===== src/cmbi_params.svh =====
/*
  Constants of the CPU memory bus interface: address map, control register
  layout, reset values and the low vector block of non-volatile memory.
  Assumes it is included once per compilation unit by its bare name.
*/
// Functional notes
// - bandwidth field 00 lets DMA take every bus cycle it requests.
// - fields 01, 10, 11 allow one DMA transaction per one, two, three CPU operations.
// - bandwidth field bits [1:0] read/write; bits [7:2] read-only reserved.
// - fetch path and execution path may use two different buses at once.
// - addresses carried as 32 bits, only low 24 bits decoded.
// - 16-bit addresses sign-extended to lowest and highest 32 KB.
// - anything not non-volatile, RAM or I/O goes to external memory.
// - non-volatile memory low block holds option bits, then vectors.
// - 8 KB I/O region sits at the top of the 24-bit space.
// - unimplemented I/O reads return all ones; writes change nothing.
// - multi-byte data big-endian, most significant byte at the address.
// - non-volatile memory and RAM 16 bits wide; peripherals 8 or 16.
// - external memory port configurable as 8-bit or 16-bit.
// - 16-bit memory, even address: word in one access, quad in two.
// - 16-bit memory, odd address: word in two accesses, quad in three.
`ifndef CMBI_PARAMS_SVH
`define CMBI_PARAMS_SVH

////////////////////////////////////////////////////////////////////////////////
// control register
`define CMBI_CTL_OFFSET 32'hFFFFE012
`define CMBI_CTL_RESET 8'hFF
`define CMBI_CTL_RSVD 6'h3F
`define CMBI_BW_MSB 1
`define CMBI_BW_LSB 0
`define CMBI_BW_RESET 2'h3

////////////////////////////////////////////////////////////////////////////////
// address map
`define CMBI_IO_TAG 11'h7FF
`define CMBI_IO_TAG_LSB 13
`define CMBI_UNIMPL_BYTE 8'hFF
`define CMBI_OPTION_ADDR 24'h000000
`define CMBI_RESET_VEC_ADDR 24'h000004
`define CMBI_SYSEXC_VEC_ADDR 24'h000008
`define CMBI_IRQ_VEC_LAST 24'h00006F

`endif


===== src/cmbi_pkg.sv =====
/*
  Types shared by the bus interface modules: bus selectors, operation sizes
  and splitter states. Assumes nothing beyond a SystemVerilog compiler.
*/
package cmbi_pkg;

  // memory bus selector, also index into the bus port arrays
  typedef enum logic [1:0] {
    CMBI_BUS_NVM = 2'h0,
    CMBI_BUS_RAM = 2'h1,
    CMBI_BUS_IO = 2'h2,
    CMBI_BUS_EXT = 2'h3
  } cmbi_bus_t;

  // operation size, value is the byte count
  typedef enum logic [2:0] {
    CMBI_SZ_BYTE = 3'h1,
    CMBI_SZ_WORD = 3'h2,
    CMBI_SZ_QUAD = 3'h4
  } cmbi_size_t;

  typedef enum logic [0:0] {
    CMBI_ST_IDLE = 1'h0,
    CMBI_ST_ACC = 1'h1
  } cmbi_state_t;

endpackage


===== src/cmbi_acc_if.sv =====
/*
  Access channel between one operation splitter and the bus hub.
  Assumes hub answers ack combinationally in the cycle it takes an access.
*/
`timescale 1ns/10ps
interface cmbi_acc_if;
  logic req;
  logic we;
  logic wide;
  logic [23:0] addr;
  logic [15:0] wdata;
  logic cap16;
  logic ack;
  logic [15:0] rdata;

  modport split (output req, we, wide, addr, wdata, input cap16, ack, rdata);
  modport hub (input req, we, wide, addr, wdata, output cap16, ack, rdata);
endinterface


===== src/cmbi_split.sv =====
/*
  Operation splitter: turns one byte, word or quad operation into byte and
  aligned 16-bit accesses on the access channel, in ascending address order.
  Assumes the hub reports the addressed bus width on cap16.
*/
`timescale 1ns/10ps
`include "cmbi_params.svh"
module cmbi_split import cmbi_pkg::*; (
  input wire logic mclk_in,
  input wire logic srst_in,
  input wire logic op_valid_in,
  input wire logic op_we_in,
  input wire cmbi_size_t op_size_in,
  input wire logic [31:0] op_addr_in,
  input wire logic op_short_in,
  input wire logic [31:0] op_wdata_in,
  output logic op_ready_out,
  output logic op_done_out,
  output logic [31:0] op_rdata_out,
  cmbi_acc_if.split acc
);

  cmbi_state_t state_r, state_nxt;
  logic [23:0] addr_r, addr_nxt;
  logic [2:0] rem_r, rem_nxt;
  logic we_r, we_nxt;
  logic [31:0] wbuf_r, wbuf_nxt;
  logic [31:0] rbuf_r, rbuf_nxt;
  logic done_r, done_nxt;
  logic [31:0] rdata_r, rdata_nxt;
  logic wide;
  logic [7:0] lane;

  ////////////////////////////////////////////////////////////////////////////
  // access shape: 16-bit only on wide bus, even address, two bytes left
  assign wide = acc.cap16 && !addr_r[0] && (rem_r >= 3'h2);
  assign lane = (acc.cap16 && !addr_r[0]) ? acc.rdata[15:8] : acc.rdata[7:0];
  assign acc.req = (state_r == CMBI_ST_ACC);
  assign acc.we = we_r;
  assign acc.wide = wide;
  assign acc.addr = addr_r;
  assign acc.wdata = wide ? wbuf_r[31:16] : {wbuf_r[31:24], wbuf_r[31:24]};
  assign op_ready_out = (state_r == CMBI_ST_IDLE);
  assign op_done_out = done_r;
  assign op_rdata_out = rdata_r;

  // next state of the splitter
  always_comb begin
    state_nxt = state_r;
    addr_nxt = addr_r;
    rem_nxt = rem_r;
    we_nxt = we_r;
    wbuf_nxt = wbuf_r;
    rbuf_nxt = rbuf_r;
    done_nxt = 1'b0;
    rdata_nxt = rdata_r;
    case (state_r)
      CMBI_ST_IDLE: begin
        if (op_valid_in) begin
          state_nxt = CMBI_ST_ACC;
          // short addresses sign-extend, long ones drop bits 31:24
          addr_nxt = op_short_in ? {{8{op_addr_in[15]}}, op_addr_in[15:0]}
                                 : op_addr_in[23:0];
          rem_nxt = op_size_in;
          we_nxt = op_we_in;
          rbuf_nxt = 32'h00000000;
          // msb first: left-justify the write data
          case (op_size_in)
            CMBI_SZ_BYTE: wbuf_nxt = {op_wdata_in[7:0], 24'h000000};
            CMBI_SZ_WORD: wbuf_nxt = {op_wdata_in[15:0], 16'h0000};
            default: wbuf_nxt = op_wdata_in;
          endcase
        end
      end
      CMBI_ST_ACC: begin
        if (acc.ack) begin
          if (wide) begin
            rbuf_nxt = {rbuf_r[15:0], acc.rdata};
            wbuf_nxt = {wbuf_r[15:0], 16'h0000};
            addr_nxt = addr_r + 24'h000002;
            rem_nxt = rem_r - 3'h2;
          end else begin
            rbuf_nxt = {rbuf_r[23:0], lane};
            wbuf_nxt = {wbuf_r[23:0], 8'h00};
            addr_nxt = addr_r + 24'h000001;
            rem_nxt = rem_r - 3'h1;
          end
          if (rem_nxt == 3'h0) begin
            state_nxt = CMBI_ST_IDLE;
            done_nxt = 1'b1;
            rdata_nxt = rbuf_nxt;
          end
        end
      end
      default: state_nxt = CMBI_ST_IDLE;
    endcase
  end

  // register stage
  always_ff @(posedge mclk_in) begin
    if (srst_in) begin
      state_r <= CMBI_ST_IDLE;
      addr_r <= 24'h000000;
      rem_r <= 3'h0;
      we_r <= 1'b0;
      wbuf_r <= 32'h00000000;
      rbuf_r <= 32'h00000000;
      done_r <= 1'b0;
      rdata_r <= 32'h00000000;
    end else begin
      state_r <= state_nxt;
      addr_r <= addr_nxt;
      rem_r <= rem_nxt;
      we_r <= we_nxt;
      wbuf_r <= wbuf_nxt;
      rbuf_r <= rbuf_nxt;
      done_r <= done_nxt;
      rdata_r <= rdata_nxt;
    end
  end

  ////////////////////////////////////////////////////////////////////////////
  // checks: access counts per operation, byte order and address forming
  logic [2:0] n_acc_r;
  logic any16_r;
  logic all16_r;
  logic odd_r;
  logic [2:0] size_r;

  always_ff @(posedge mclk_in) begin
    if (srst_in) begin
      n_acc_r <= 3'h0;
      any16_r <= 1'b0;
      all16_r <= 1'b0;
      odd_r <= 1'b0;
      size_r <= 3'h0;
    end else if (op_ready_out && op_valid_in) begin
      n_acc_r <= 3'h0;
      any16_r <= 1'b0;
      all16_r <= 1'b1;
      odd_r <= op_short_in ? op_addr_in[0] : op_addr_in[0];
      size_r <= op_size_in;
    end else if (acc.req && acc.ack) begin
      n_acc_r <= n_acc_r + 3'h1;
      any16_r <= any16_r | acc.cap16;
      all16_r <= all16_r & acc.cap16;
    end
  end
endmodule


===== src/cmbi_top.sv =====
/*
  CPU memory bus interface: two splitters (fetch, execution), a 24-bit
  address decoder onto four memory buses, the CPU control register and the
  DMA bandwidth throttle. Assumes memories answer on bus_rdy_in in the cycle
  of the request or later, with the even byte of a 16-bit word on [15:8],
  and that peripherals report presence and width of the I/O bus address.
*/
`timescale 1ns/10ps
`include "cmbi_params.svh"
module cmbi_top import cmbi_pkg::*; #(
  parameter logic [23:0] NVM_SIZE = 24'h010000,
  parameter logic [23:0] RAM_BASE = 24'hFFB000,
  parameter logic [23:0] RAM_SIZE = 24'h002000
) (
  input wire logic mclk_in,
  input wire logic srst_in,
  input wire logic fetch_valid_in,
  input wire cmbi_size_t fetch_size_in,
  input wire logic [31:0] fetch_addr_in,
  input wire logic fetch_short_in,
  output logic fetch_ready_out,
  output logic fetch_done_out,
  output logic [31:0] fetch_rdata_out,
  input wire logic exe_valid_in,
  input wire logic exe_we_in,
  input wire cmbi_size_t exe_size_in,
  input wire logic [31:0] exe_addr_in,
  input wire logic exe_short_in,
  input wire logic [31:0] exe_wdata_in,
  output logic exe_ready_out,
  output logic exe_done_out,
  output logic [31:0] exe_rdata_out,
  output logic [3:0] bus_req_out,
  output logic [3:0] bus_we_out,
  output logic [3:0] bus_wide_out,
  output logic [3:0][23:0] bus_addr_out,
  output logic [3:0][15:0] bus_wdata_out,
  input wire logic [3:0][15:0] bus_rdata_in,
  input wire logic [3:0] bus_rdy_in,
  input wire logic io_present_in,
  input wire logic io_wide_in,
  input wire logic ext_bus16_in,
  input wire logic dma_req_in,
  output logic dma_gnt_out,
  output logic [1:0] dma_bandwidth_select_out
);

  ////////////////////////////////////////////////////////////////////////////
  // address decode: I/O on top 8 KB, NVM from zero, RAM window, rest external
  function automatic cmbi_bus_t region(input logic [23:0] a);
    if (a[23:`CMBI_IO_TAG_LSB] == `CMBI_IO_TAG) begin
      region = CMBI_BUS_IO;
    end else if (a < NVM_SIZE) begin
      region = CMBI_BUS_NVM;
    end else if (a >= RAM_BASE && a - RAM_BASE < RAM_SIZE) begin
      region = CMBI_BUS_RAM;
    end else begin
      region = CMBI_BUS_EXT;
    end
  endfunction

  cmbi_acc_if acc[2] ();
  logic [1:0] a_req;
  logic [1:0] a_we;
  logic [1:0] a_wide;
  logic [1:0] a_ack;
  logic [1:0] a_cap;
  logic [1:0] a_won;
  logic [1:0][23:0] a_addr;
  logic [1:0][15:0] a_wdata;
  logic [1:0][15:0] a_rdata;
  cmbi_bus_t a_bus [2];
  logic [3:0] own_exe;
  logic [3:0] own_fet;
  logic io_sel;
  logic ctl_hit;
  logic io_local;
  logic [15:0] local_rdata;
  logic [7:0] ctl_rd;
  logic [1:0] bw_r, bw_nxt;
  logic [1:0] dcnt_r, dcnt_nxt;
  logic [2:0] dsum;
  logic dma_allow;
  // control register address, only the low 24 bits take part in the compare
  localparam logic [31:0] CTL_ADDR = `CMBI_CTL_OFFSET;

  // splitters: fetch reads only, execution reads and writes
  cmbi_split u_fetch (
    .mclk_in(mclk_in),
    .srst_in(srst_in),
    .op_valid_in(fetch_valid_in),
    .op_we_in(1'b0),
    .op_size_in(fetch_size_in),
    .op_addr_in(fetch_addr_in),
    .op_short_in(fetch_short_in),
    .op_wdata_in(32'h00000000),
    .op_ready_out(fetch_ready_out),
    .op_done_out(fetch_done_out),
    .op_rdata_out(fetch_rdata_out),
    .acc(acc[0])
  );

  cmbi_split u_exe (
    .mclk_in(mclk_in),
    .srst_in(srst_in),
    .op_valid_in(exe_valid_in),
    .op_we_in(exe_we_in),
    .op_size_in(exe_size_in),
    .op_addr_in(exe_addr_in),
    .op_short_in(exe_short_in),
    .op_wdata_in(exe_wdata_in),
    .op_ready_out(exe_ready_out),
    .op_done_out(exe_done_out),
    .op_rdata_out(exe_rdata_out),
    .acc(acc[1])
  );

  // channel signals into plain arrays
  for (genvar r = 0; r < 2; r++) begin : g_chan
    assign a_req[r] = acc[r].req;
    assign a_we[r] = acc[r].we;
    assign a_wide[r] = acc[r].wide;
    assign a_addr[r] = acc[r].addr;
    assign a_wdata[r] = acc[r].wdata;
    assign a_bus[r] = region(acc[r].addr);
    assign acc[r].ack = a_ack[r];
    assign acc[r].cap16 = a_cap[r];
    assign acc[r].rdata = a_rdata[r];
  end

  ////////////////////////////////////////////////////////////////////////////
  // per-bus ownership: execution wins a shared bus, others run in parallel
  always_comb begin
    for (int b = 0; b < 4; b++) begin
      own_exe[b] = a_req[1] && (a_bus[1] == cmbi_bus_t'(b));
      own_fet[b] = a_req[0] && (a_bus[0] == cmbi_bus_t'(b)) && !own_exe[b];
    end
  end

  // local answers on the I/O bus: control register and absent addresses
  assign io_sel = own_exe[CMBI_BUS_IO];
  assign ctl_hit = (a_addr[io_sel] == CTL_ADDR[23:0]);
  assign io_local = ctl_hit || !io_present_in;
  assign ctl_rd = {`CMBI_CTL_RSVD, bw_r};
  assign local_rdata = ctl_hit ? {ctl_rd, `CMBI_UNIMPL_BYTE}
                               : {`CMBI_UNIMPL_BYTE, `CMBI_UNIMPL_BYTE};

  // bus outputs carry the owner's access; local I/O answers never strobe
  always_comb begin
    for (int b = 0; b < 4; b++) begin
      bus_addr_out[b] = own_exe[b] ? a_addr[1] : a_addr[0];
      bus_wdata_out[b] = own_exe[b] ? a_wdata[1] : a_wdata[0];
      bus_we_out[b] = own_exe[b] ? a_we[1] : a_we[0];
      bus_wide_out[b] = own_exe[b] ? a_wide[1] : a_wide[0];
      bus_req_out[b] = (own_exe[b] || own_fet[b]) && !dma_gnt_out;
    end
    if (io_local) begin
      bus_req_out[CMBI_BUS_IO] = 1'b0;
    end
  end

  // answers back to each splitter, with the width of the addressed bus
  always_comb begin
    a_won[1] = a_req[1] && !dma_gnt_out;
    a_won[0] = a_req[0] && !dma_gnt_out && !own_exe[a_bus[0]];
    for (int r = 0; r < 2; r++) begin
      case (a_bus[r])
        CMBI_BUS_NVM, CMBI_BUS_RAM: begin
          a_cap[r] = 1'b1;
          a_ack[r] = a_won[r] && bus_rdy_in[a_bus[r]];
          a_rdata[r] = bus_rdata_in[a_bus[r]];
        end
        CMBI_BUS_IO: begin
          a_cap[r] = io_local ? 1'b1 : io_wide_in;
          a_ack[r] = a_won[r] && (io_local || bus_rdy_in[CMBI_BUS_IO]);
          a_rdata[r] = io_local ? local_rdata : bus_rdata_in[CMBI_BUS_IO];
        end
        default: begin
          a_cap[r] = ext_bus16_in;
          a_ack[r] = a_won[r] && bus_rdy_in[CMBI_BUS_EXT];
          a_rdata[r] = bus_rdata_in[CMBI_BUS_EXT];
        end
      endcase
    end
  end

  ////////////////////////////////////////////////////////////////////////////
  // control register write and DMA throttle count
  always_comb begin
    bw_nxt = bw_r;
    // only the bandwidth bits take writes, upper bits stay fixed
    if (io_sel && a_ack[1] && a_we[1] && ctl_hit) begin
      bw_nxt = a_wdata[1][8 + `CMBI_BW_MSB:8 + `CMBI_BW_LSB];
    end
    dsum = {1'b0, dcnt_r} + {2'h0, fetch_done_out} + {2'h0, exe_done_out};
    if (dma_gnt_out) begin
      dcnt_nxt = 2'h0;
    end else if (dsum > 3'h3) begin
      dcnt_nxt = 2'h3;
    end else begin
      dcnt_nxt = dsum[1:0];
    end
  end

  always_ff @(posedge mclk_in) begin
    if (srst_in) begin
      bw_r <= `CMBI_BW_RESET;
      dcnt_r <= 2'h3;
    end else begin
      bw_r <= bw_nxt;
      dcnt_r <= dcnt_nxt;
    end
  end

  // grant: free when field is zero, else after enough CPU operations
  assign dma_allow = (bw_r == 2'h0) || (dcnt_r >= bw_r);
  assign dma_gnt_out = dma_req_in && dma_allow;
  assign dma_bandwidth_select_out = bw_r;
endmodule


===== config.mk =====
export PLATFORM = sky130hd
export DESIGN_NAME = cmbi_top
export DESIGN_NICKNAME = d
export VERILOG_FILES = /design/src/cmbi_pkg.sv /design/src/cmbi_acc_if.sv /design/src/cmbi_split.sv /design/src/cmbi_top.sv
export VERILOG_INCLUDE_DIRS = /design/src
export SDC_FILE = /design/constraint.sdc
export NUM_CORES = 1
export LEC_CHECK = 0
export ABC_AREA = 0
export ABC_CLOCK_PERIOD_IN_PS = 3200
export BUFFER_PORTS_ARGS = -buffer_cell sky130_fd_sc_hd__buf_2
export CAP_MARGIN = 10
export CORE_MARGIN = 1
export CORE_UTILIZATION = 35
export CTS_BUF_LIST = sky130_fd_sc_hd__clkbuf_8
export DETAILED_ROUTE_END_ITERATION = 10
export GPL_TIMING_DRIVEN = 0
export PLACE_DENSITY = 0.58
export SETUP_SLACK_MARGIN = 0.15
export SYNTH_ARGS = -nofsm -noshare
export SYNTH_HDL_FRONTEND = slang
export SYNTH_SLANG_ARGS = --single-unit

===== constraint.sdc =====
create_clock -name mclk_in -period 3.2 [get_ports mclk_in]
set_input_delay 0.16 -clock mclk_in [delete_from_list [all_inputs] [get_ports mclk_in]]
set_output_delay 0.16 -clock mclk_in [all_outputs]
set_load 0.02 [all_outputs]

Word level (Yosys, flattened, before mapping)
Index checks and enable logic that the tools add are counted.
- multiplexer cells: 97
- equality and inequality tests: 15
- $lt $le $gt $ge: 13
- add/sub/neg operators: 12
- reduce and logical (&&, ||, !) cells: 65
- bitwise gates (word level): 4
- operator list (kind ; count):
    2-to-1 mux 24 bit ; 16
    2-to-1 mux 32 bit ; 8
    case mux 24 bit (2 select lines) ; 4
    case mux 32 bit (2 select lines) ; 3
    2-to-1 mux 16 bit ; 7
    binary-select mux 16 bit (select 2 bit) ; 2
    case mux 16 bit (2 select lines) ; 2
    adder 24 x 1 -> 24 bit, second input constant ; 2
    adder 24 x 2 -> 24 bit, second input constant ; 2
    greater-or-equal comparator 24 bit, second input constant ; 2
    < comparator 24 x 14 -> 1 bit, second input constant ; 2
    < comparator 24 x 17 -> 1 bit, second input constant ; 2
    subtractor 24 bit, second input constant ; 2
    logical AND 1 bit ; 35
    2-to-1 mux 8 bit ; 4
    2-to-1 mux 3 bit ; 10
    == test 24 bit, second input constant ; 1
    == test 11 bit, second input constant ; 2
    2-to-1 mux 1 bit ; 21
    2-to-1 mux 2 bit ; 8
    case mux 1 bit (2 select lines) ; 6
    case mux 3 bit (2 select lines) ; 2
    2-to-1 mux 10 bit ; 1
    logical NOT 1 bit ; 9
    other kinds (23) ; 53
- bits in registers: 239
- bits of input ports: 181

Longest topological paths before layout
Gate-level depths: netlist (run 1).
- depth in word-level cells: 23
- mapped depth: 12

By module
Synthesis (run 1) repeated with hierarchy kept, for this count alone.
- cell total of the unflattened synthesis: 1958
- area total of the unflattened synthesis: 16143.0 um2
- modules (own cells, without submodules) (module ; cells an instance ; instances ; seq. area each (um2) ; area an instance (um2)):
    cmbi_split ; 744 ; 2 ; 2362.3 ; 6222.2
    cmbi_top ; 470 ; 1 ; 80.1 ; 3698.5

Least setup slack after synthesis (run 1)
No wires, ideal clock.
- path type: register to register
- start: register u_fetch.addr_r[12] (netlist: u_fetch.acc.addr[12])
- end: register u_fetch.rdata_r[10] (netlist: u_fetch.op_rdata_out[10])
- arrival time: 3.026 ns
- library setup time: 0.080 ns
- stages on the path, launching flop included: 12
- required time: 3.120 ns
- setup slack: 0.094 ns
- path buffers: 2
- cells stage by stage: dfxtp_1 ha_1 or4bb_1 o211a_1 o21ai_2 o21ai_1 or4_1 a211oi_2 buf_6 buf_6 nor2_2 a211oi_2
- cells in the longest elaborated chain, start to end: 16
- elaborated cells on any way between the ends: 41
- RTL lines (item ; line ; source):
    from (decl) ; cmbi_split.sv:24 ; logic [23:0] addr_r, addr_nxt;
    from (signal assigned) ; cmbi_split.sv:112 ; addr_r <= addr_nxt;
    subtractor 24 bit ; cmbi_top.sv:55 ; end else if (a >= RAM_BASE && a - RAM_BASE < RAM_SIZE) begin
    < comparator 24 x 14 -> 1 bit ; cmbi_top.sv:55 ;
    logical AND 1 bit ; cmbi_top.sv:55 ;
    2-to-1 mux 2 bit ; cmbi_top.sv:55 ;
    2-to-1 mux 2 bit ; cmbi_top.sv:53 ; end else if (a < NVM_SIZE) begin
    2-to-1 mux 2 bit ; cmbi_top.sv:51 ; if (a[23:`CMBI_IO_TAG_LSB] == `CMBI_IO_TAG) begin
    == test 2 x 1 -> 1 bit or logical NOT 2 bit (tied branches) ; cmbi_top.sv:167 ; case (a_bus[r])
    OR reduction 2 bit ; cmbi_top.sv:167 ;
    case mux 1 bit (2 select lines) ; cmbi_top.sv:167 ;
    logical AND 1 bit (2 in series) ; cmbi_split.sv:36 ; assign wide = acc.cap16 && !addr_r[0] && (rem_r >= 3'h2);
    2-to-1 mux 3 bit ; cmbi_split.sv:77 ; if (wide) begin
    2-to-1 mux 3 bit ; cmbi_split.sv:76 ; if (acc.ack) begin
    2-to-1 mux 3 bit ; cmbi_split.sv:57 ; case (state_r)
    logical NOT 3 bit ; cmbi_split.sv:88 ; if (rem_nxt == 3'h0) begin
    AND reduction 3 bit (no line) ; -- ;
    to (signal assigned) ; cmbi_split.sv:118 ; rdata_r <= rdata_nxt;
    to (decl) ; cmbi_split.sv:30 ; logic [31:0] rdata_r, rdata_nxt;
Several ways; a longest one is shown, not always the timed one. The select of a mux whose other input is x is not followed.
A chain may end at the register's enable or synchronous reset.

Worst setup path in the final report (run 1)
- start: register u_exe.addr_r[19] (netlist: u_exe.acc.addr[19])
- end: register u_fetch.rdata_r[30] (netlist: u_fetch.op_rdata_out[30])
- cells in the longest elaborated chain, start to end: 21
- elaborated cells on any way between the ends: 40
- RTL lines (item ; line ; source):
    from (decl) ; cmbi_split.sv:24 ;
    from (signal assigned) ; cmbi_split.sv:112 ;
    subtractor 24 bit ; cmbi_top.sv:55 ;
    < comparator 24 x 14 -> 1 bit ; cmbi_top.sv:55 ;
    logical AND 1 bit ; cmbi_top.sv:55 ;
    2-to-1 mux 2 bit ; cmbi_top.sv:55 ;
    2-to-1 mux 2 bit ; cmbi_top.sv:53 ;
    2-to-1 mux 2 bit ; cmbi_top.sv:51 ;
    == test 2 bit ; cmbi_top.sv:135 ; own_exe[b] = a_req[1] && (a_bus[1] == cmbi_bus_t'(b));
    logical AND 1 bit ; cmbi_top.sv:135 ;
    (+4 left out) ; -- ;
    2-to-1 mux 1 bit ; cmbi_top.sv:174 ; a_cap[r] = io_local ? 1'b1 : io_wide_in;
    case mux 1 bit (2 select lines) ; cmbi_top.sv:167 ;
    logical AND 1 bit (2 in series) ; cmbi_split.sv:36 ;
    2-to-1 mux 3 bit ; cmbi_split.sv:77 ;
    2-to-1 mux 3 bit ; cmbi_split.sv:76 ;
    2-to-1 mux 3 bit ; cmbi_split.sv:57 ;
    logical NOT 3 bit ; cmbi_split.sv:88 ;
    AND reduction 3 bit (no line) ; -- ;
Several ways; a longest one is shown, not always the timed one. The select of a mux whose other input is x is not followed.

==> flow_metrics.tcl, run 1 <==
set metrics [dict create \
    status "finished, violations left" \
    violations "setup timing" \
    dr_total_vias 18900 \
    synth_area_per_cell_sq_um 7.32 \
    synth_nets 2107 \
    clkLatencyLatePin_ns 0.57 \
    worstPathMaxFanout 6 \
    drt_wl_total_um 81900 \
    critPathArrivalTime_ns 3.71 \
    fp.dieW_um 202 \
    grt_pass1_wl_um 116000 \
    timing.final.crit_share_pct 101 \
    drc_errors 0 \
    powerDensity_nw_per_um2 437 \
    vdd_drop_max_v 0.000266 \
    cts_sinks 207 \
    rsz0062_at_grt "true" \
    yosysUniqueCellTypes 87 \
    ant_nets 0 \
    synth_warnings 0 \
    die-area_sq_um 40800 \
    grt.total_usage_pct 37.7 \
    ctsLongestPathBuffers 3 \
    ys.flop_type "dfxtp_1" \
    drive_gt1_share_pct 38.4 \
    synth_cells 1909 \
    drt-wirelength-per-cell_um 26.7 \
    pin_count 424 \
    tightest_slew_ns 1.24 \
    final_area_sq_um 21200 \
    syn_to_final_growth_pct 52.0 \
    async_reset_ff_share_pct 0 \
    final_max_slew_viol_count 0 \
    crit_path_start_kind "register" \
    endpoint_kind "register" \
    hpwl_um 59500 \
    min_path_type "in -> reg" \
    fp-row-count 72 \
    die_h_um 202 \
    synth_edf_count 0 \
    pre_cts_ws_ns -1.21 \
    drt_first_pass_iters 7 \
    cts-root-buf "clkbuf_8" \
    coreArea_sq_um 39000 \
    postPlaceCellArea_sq_um 16700 \
    power_mw 9.29 \
    numCtsBuffers 41 \
    slew_headroom_pct 16.8 \
    synth_area_sq_um 14000 \
    path_class "reg -> reg" \
    clk_pin_slew_ns 0.06 \
    period_minus_slack_ns 3.25 \
    ys_ff_latch 207 \
    layout.nets 2724 \
    setup_viol_count_final 29 \
    htreeDepth 2 \
    cts_tree "yes" \
    hold_viol 0 \
    yosysSeqAreaShare_pct 29.6 \
    antenna_found_initial 6 \
    cp.required_ns 3.67 \
    final_cell_mix "384 x buf_2, 272 x nand2_1, 193 x dfxtp_1" \
    routabilityCongestion 1.01 \
    drt_iter0_drc 2257 \
    grt_pass1_vias 17700 \
    portBuffers 405 \
    max_cap_violations 0 \
    layout_commonest_cell "buf_2" \
    power_leakage_nw 8.94 \
    max_freq_ghz 0.308 \
    initial_core_util_pct 35.8 \
    fin_ws_ns -0.0466 \
    clock-skew-final_ns 0.0363 \
    grt_max_degree 12 \
    final_core_util_pct 54.5 \
    setup_tns_ns -0.525 \
    via_per_inst 6.17 \
    overflow 0 \
]
## power breakdown
group	internal, mW	switching (mW)	total, mW	leakage, nW
Clock	1.46	1.27	2.73	0.459
Combinational	1.38	2.27	3.65	6.79
Sequential	2.72	0.185	2.91	1.69
## cells in the mapped netlist, drive strengths merged (16+ instances only)
library cell | n | share of area (%)
a211oi | 87 | 5.1
a21oi | 91 | 3.3
a22oi | 16 | 0.86
a311oi | 37 | 2.3
a31oi | 28 | 1.3
and2 | 51 | 2.3
and3 | 24 | 1.1
buf | 51 | 2.0
clkbuf | 130 | 3.5
dfxtp | 207 | 30
ha | 16 | 1.4
inv | 31 | 0.83
mux2i | 61 | 4.4
nand2 | 288 | 7.7
nand2b | 37 | 1.7
nand3 | 78 | 2.9
nand4 | 18 | 0.91
nor2 | 223 | 6.3
nor3 | 26 | 0.93
nor4 | 22 | 1.1
o21a | 18 | 0.97
o21ai | 120 | 4.3
or2 | 16 | 0.72
## timing repair
item / CTS / global route
gates resized for setup: 348 / 292
hold endpoints to repair: 31 / 0
endpoints found under the setup margin: 358 / 287
gates cloned: 5 / 4
hold buffers: 31 / 0
pin swaps: 71 / 62
buffers inserted: 87 / 40
## logic make-up after synthesis
family / synth area share (%)
AND/OR/NAND/NOR: 28.6
AO/OA/AOI/OAI: 28.1
buffers and inverters: 6.42
flip-flops: 29.6
multiplexers: 5.33
adder cells (fa/ha/maj): 1.57
XOR/XNOR: 0.251
## worst max-delay path: stages, from the launching register on
cell and delay (ns):
dfxtp_2 0.32, buf_6 0.12, nand3_4 0.13, or4_4 0.55, buf_8 0.17, and4_2 0.25
o211ai_1 0.28, o211ai_1 0.16, buf_4 0.19, a211oi_4 0.28, buf_4 0.16, buf_6 0.12
buf_8 0.14, nor2_2 0.04, a311oi_2 0.23
## final cells by class
class	count	area, sq um
Tap cell	518	648
Buffer	181	1460
Timing Repair Buffer	574	3820
Clock buffer	49	674
Sequential cell	207	4170
Fill cell	3697	17800
Clock inverter	19	119
Inverter	34	133
Antenna cell	3	7.51
Multi-Input combinational cell	1487	10200
## metal layers
metal / global-route usage [%] / wire length, um / up-vias
met5: 0 / 26 / -
met4: 20.3 / 4970 / 4
met3: 7.53 / 8930 / 289
met2: 57.6 / 35200 / 1417
met1: 49.6 / 32800 / 9026
li1: - / - / 8209
## flip-flops by register name, indices dropped and copies added (netlist names), 2 cells and up
name                      flops
dcnt_r                        2
dma_bandwidth_select_out      2
u_exe.acc.addr               24
u_exe.op_rdata_out           32
u_exe.rbuf_r                 24
u_exe.rem_r                   3
u_exe.wbuf_r                 32
u_fetch.acc.addr             24
u_fetch.op_rdata_out         32
u_fetch.rbuf_r               24
u_fetch.rem_r                 3
## path summary, 6_finish.rpt
check / start / to / slack (ns) / cells after the start
setup / recovery: u_exe.acc.addr[19] / u_fetch.op_rdata_out[30] / -0.05 / 14
hold / removal: fetch_addr_in[12] / u_fetch.acc.addr[12] / 0.01 / 3
setup reg to reg: u_exe.acc.addr[19] / u_fetch.op_rdata_out[30] / -0.05 / 14
hold reg to reg: u_exe.op_rdata_out[8] / u_exe.op_rdata_out[8] / 0.47 / 2
## through the flow
step | hold slack (ns) | instances
finish | 0.0107 | 3072
global route | 0.00724 | 3072
CTS | 0.00516 | 3024
detailed placement | 0.449 | 2833
global placement | 0.433 | 2832
floorplan | 0.296 | 1909
(Power assumes the default switching activity.)
==> run 2, diff against run 1 <==
--- a/config.mk
+++ b/config.mk
@@ -15,8 +15,9 @@
 export CTS_BUF_LIST = sky130_fd_sc_hd__clkbuf_8
 export DETAILED_ROUTE_END_ITERATION = 10
 export GPL_TIMING_DRIVEN = 0
-export PLACE_DENSITY = 0.58
+export PLACE_DENSITY = 0.57
 export SETUP_SLACK_MARGIN = 0.15
 export SYNTH_ARGS = -nofsm -noshare
 export SYNTH_HDL_FRONTEND = slang
+export SYNTH_HIERARCHICAL = 1
 export SYNTH_SLANG_ARGS = --single-unit
==> run 2 against run 1 <==
Effect of this change: the flow still finishes with violations (setup timing); area after synthesis rose by 15%; register-to-register slack got worse by 0.52 ns; clock skew fell by 0.0063 ns; critical path type is now reg -> out; critical endpoint is now bus_wdata_out[23]; largest power group unchanged.
==> flow_metrics.tcl, run 2 <==
set metrics [dict create \
    slowest_delay_ns 0.55 \
    grt_pass1_wl_um 121000 \
    p_seq_share_pct 31.5 \
    gr-usage-met2_pct 55.9 \
    synth_top_area_share_pct 29.8 \
    p_int_mw 6.86 \
    r2r_start "u_fetch/acc.addr[21]" \
    dr_total_vias 19900 \
    grt.total_usage_pct 34.3 \
    drc_errors 0 \
    coreArea_sq_um 45500 \
    portBuffers 405 \
    drt_wl_total_um 88200 \
    power_mw 10.9 \
    status "finished, violations left" \
    setup_viol_count_final 272 \
    syn_to_final_growth_pct 67.4 \
    final_max_slew_viol_count 0 \
    yosysUniqueCellTypes 75 \
    yosys-top-cells-count "266 x nor2_1, 240 x dfxtp_1, 186 x nand2_1, 172 x mux2_2, 113 x mux2i_1" \
    die-area_sq_um 47000 \
    worstPathMaxFanout 5 \
    synth_edf_count 0 \
    fp.dieW_um 217 \
    clkLatencyLatePin_ns 0.59 \
    die_h_um 217 \
    fp-row-count 78 \
    ys_top_cells_by_area "dfxtp_1 30%, mux2_2 12%, mux2i_1 7.0%, nor2_1 6.2%, nand2_1 4.3%" \
    ys_ff_latch 240 \
    yosys.cell_count.top_type "nor2_1" \
    cts_tree "yes" \
    fin_ws_ns -0.585 \
    power_leakage_nw 11.9 \
    synth_area_per_cell_sq_um 8.24 \
    crit_path_start_kind "register" \
    grt_pass1_vias 18800 \
    timing.rr.end "u_exe/op_rdata_out[13]" \
    vdd_drop_max_v 0.000261 \
    clk_pin_slew_ns 0.07 \
    rsz0062_at_grt "true" \
    grt_max_degree 18 \
    critical_path_buf_inv_count 6 \
    crit_chain "nand4_1 > or4_4 > buf_8 > nor3_4 > buf_6 > o21ai_4 > a31oi_4 > nor2b_4 > o21ai_4 > buf_6 > buf_8 > buf_12 > nand2_4 > nand2_4 > mux2_4 > buf_6" \
    synth_area_sq_um 16100 \
    routabilityCongestion 0.948 \
    slew_headroom_pct 22.9 \
    pin_count 424 \
    min_from "exe_size_in[2]" \
    postPlaceCellArea_sq_um 19400 \
    yosysSeqAreaShare_pct 29.8 \
    clock-skew-final_ns 0.0300 \
    whs_path_depth 3 \
    cts-root-buf "clkbuf_8" \
    busiest_layer "met2" \
    synth_top_cell_by_area "dfxtp_1" \
    cpMostUsedCell "buf_6" \
    htreeDepth 2 \
    hpwl_um 60900 \
    drt_iter0_drc 1977 \
    critPathArrivalTime_ns 3.63 \
    p_switching_mw 4.07 \
    cp_top_family "simple AND/OR/NAND/NOR gates" \
    numCtsBuffers 43 \
    reg2regPathDepth 21 \
    use_met3_pct 6.15 \
    layout.nets 2928 \
    ant_nets 0 \
    via_per_inst 5.91 \
    pwr-share-clk_pct 28.8 \
    path_class "reg -> out" \
    grt_util_met1_pct 43.5 \
    powerDensity_nw_per_um2 405 \
    dp_cells 3021 \
    ff2ff_setup_slack_ns -0.57 \
    layout_commonest_cell "buf_2" \
    drt_first_pass_iters 6 \
    final_area_sq_um 27000 \
    hold_viol 0 \
    timing.final.crit_share_pct 118 \
    switching_share_pct 37.2 \
    overflow 0 \
    violations "setup timing" \
    synth_cells 1958 \
    antenna_found_initial 1 \
    async_reset_ff_share_pct 0 \
    final_cell_mix "349 x buf_2, 219 x nor2_1, 199 x dfxtp_1" \
    initial_core_util_pct 35.5 \
    min_path_type "in -> reg" \
    final_cell_count_no_fill 3369 \
    endpoint_kind "output pin" \
    synth_warnings 6 \
    max_cap_violations 0 \
    drt-wirelength-per-cell_um 26.2 \
    period_minus_slack_ns 3.79 \
    ctsLongestPathBuffers 3 \
    drive_gt1_share_pct 50.7 \
    cts_sinks 240 \
    min_to "u_exe/rem_r[2]" \
    power_frac_comb_pct 39.7 \
    max_freq_ghz 0.264 \
    cp.required_ns 3.04 \
    tightest_slew_ns 1.16 \
    slowest_stage "or4_4" \
    ys.flop_type "dfxtp_1" \
]
run 2: worst max path at each step:
| stage | startpoint | endpoint | slack (ns) | cells after the start |
|---|---|---|---|---|
| detailed placement | u_exe/acc.addr[14] | bus_wdata_out[23] | -1.30 | 15 |
| floorplan | u_exe/acc.addr[19] | u_fetch/op_rdata_out[17] | 0.09 | 13 |
| finish | u_fetch/acc.addr[21] | bus_wdata_out[23] | -0.59 | 16 |
| global route | u_fetch/acc.addr[21] | u_exe/op_rdata_out[13] | -0.67 | 21 |
| global placement | u_exe/acc.addr[14] | bus_wdata_out[23] | -1.27 | 15 |
| CTS | u_fetch/acc.addr[21] | bus_wdata_out[49] | -0.53 | 16 |
run 2: tightest hold or removal path: cells and delay by family:
kind / cells / cell delay (ns)
AO/OA/AOI/OAI: 2 / 0.23
buffers and inverters: 1 / 0.17
run 2: layout make-up:
type                    instances  area, sq um
diodes                          4         10.0
clock buffers                  57          785
flip-flops and latches        240         4910
plain buffers                 173         1760
inverters                      32          120
clock inverters                21          140
multi-input cells            1570        12800
fillers                      3965        18500
repair buffers                672         5760
well taps                     600          751
run 2: layer usage:
| layer | wire [um] | up-vias |
|---|---|---|
| met1 | 34500 | 9703 |
| li1 | - | 8740 |
| met3 | 8330 | 250 |
| met2 | 40700 | 1218 |
| met4 | 4710 | 0 |
| met5 | 0 | - |
run 2: power by group through the flow:
| stage | clock network (mW) | registers, mW | logic [mW] |
|---|---|---|---|
| floorplan | 0 | 3.35 | 1.87 |
| global placement | 0 | 3.51 | 2.86 |
| detailed placement | 0 | 3.52 | 2.87 |
| CTS | 3.18 | 3.40 | 3.71 |
| global route | 3.32 | 3.45 | 4.49 |
| finish | 3.15 | 3.44 | 4.34 |
run 2: what timing repair did:
action / 4_1_cts / 5_1_grt
buffers inserted: 128 / 65
endpoints found under the setup margin: 389 / 378
pin swaps: 95 / 144
gates cloned: 20 / 12
endpoints found under the hold margin: 43 / 0
gates resized for setup: 561 / 518
hold buffers: 43 / 0
run 2: cell families (layout without fill, tap and decap cells):
| logic type | count (synthesis) | after routing | synth area share [%] |
|---|---|---|---|
| and+or+nand+nor | 752 | 752 | 22.6 |
| AOI/OAI and AO/OA | 449 | 449 | 20.5 |
| muxes | 289 | 289 | 19.3 |
| DFF | 240 | 240 | 29.8 |
| buffers and inverters | 206 | 955 | 6.26 |
| adders and majority gates | 15 | 15 | 1.21 |
| xor gates and xnor gates | 6 | 6 | 0.326 |
| other | 1 | 63 | 0.0232 |
run 2: metrics by stage:
stage / utilization, % / hold slack (ns) / TNS [ns] / setup slack (ns)
after floorplan: - / 0.267 / 0 / 0.0851
after global placement: 42.6 / 0.430 / -249.55 / -1.27
after detailed placement: 42.6 / 0.445 / -250.90 / -1.30
after CTS: 53.4 / 0.00469 / -56.70 / -0.527
after global routing: 59.4 / 0.0226 / -104.50 / -0.670
final: 59.4 / 0.0244 / -83.94 / -0.585
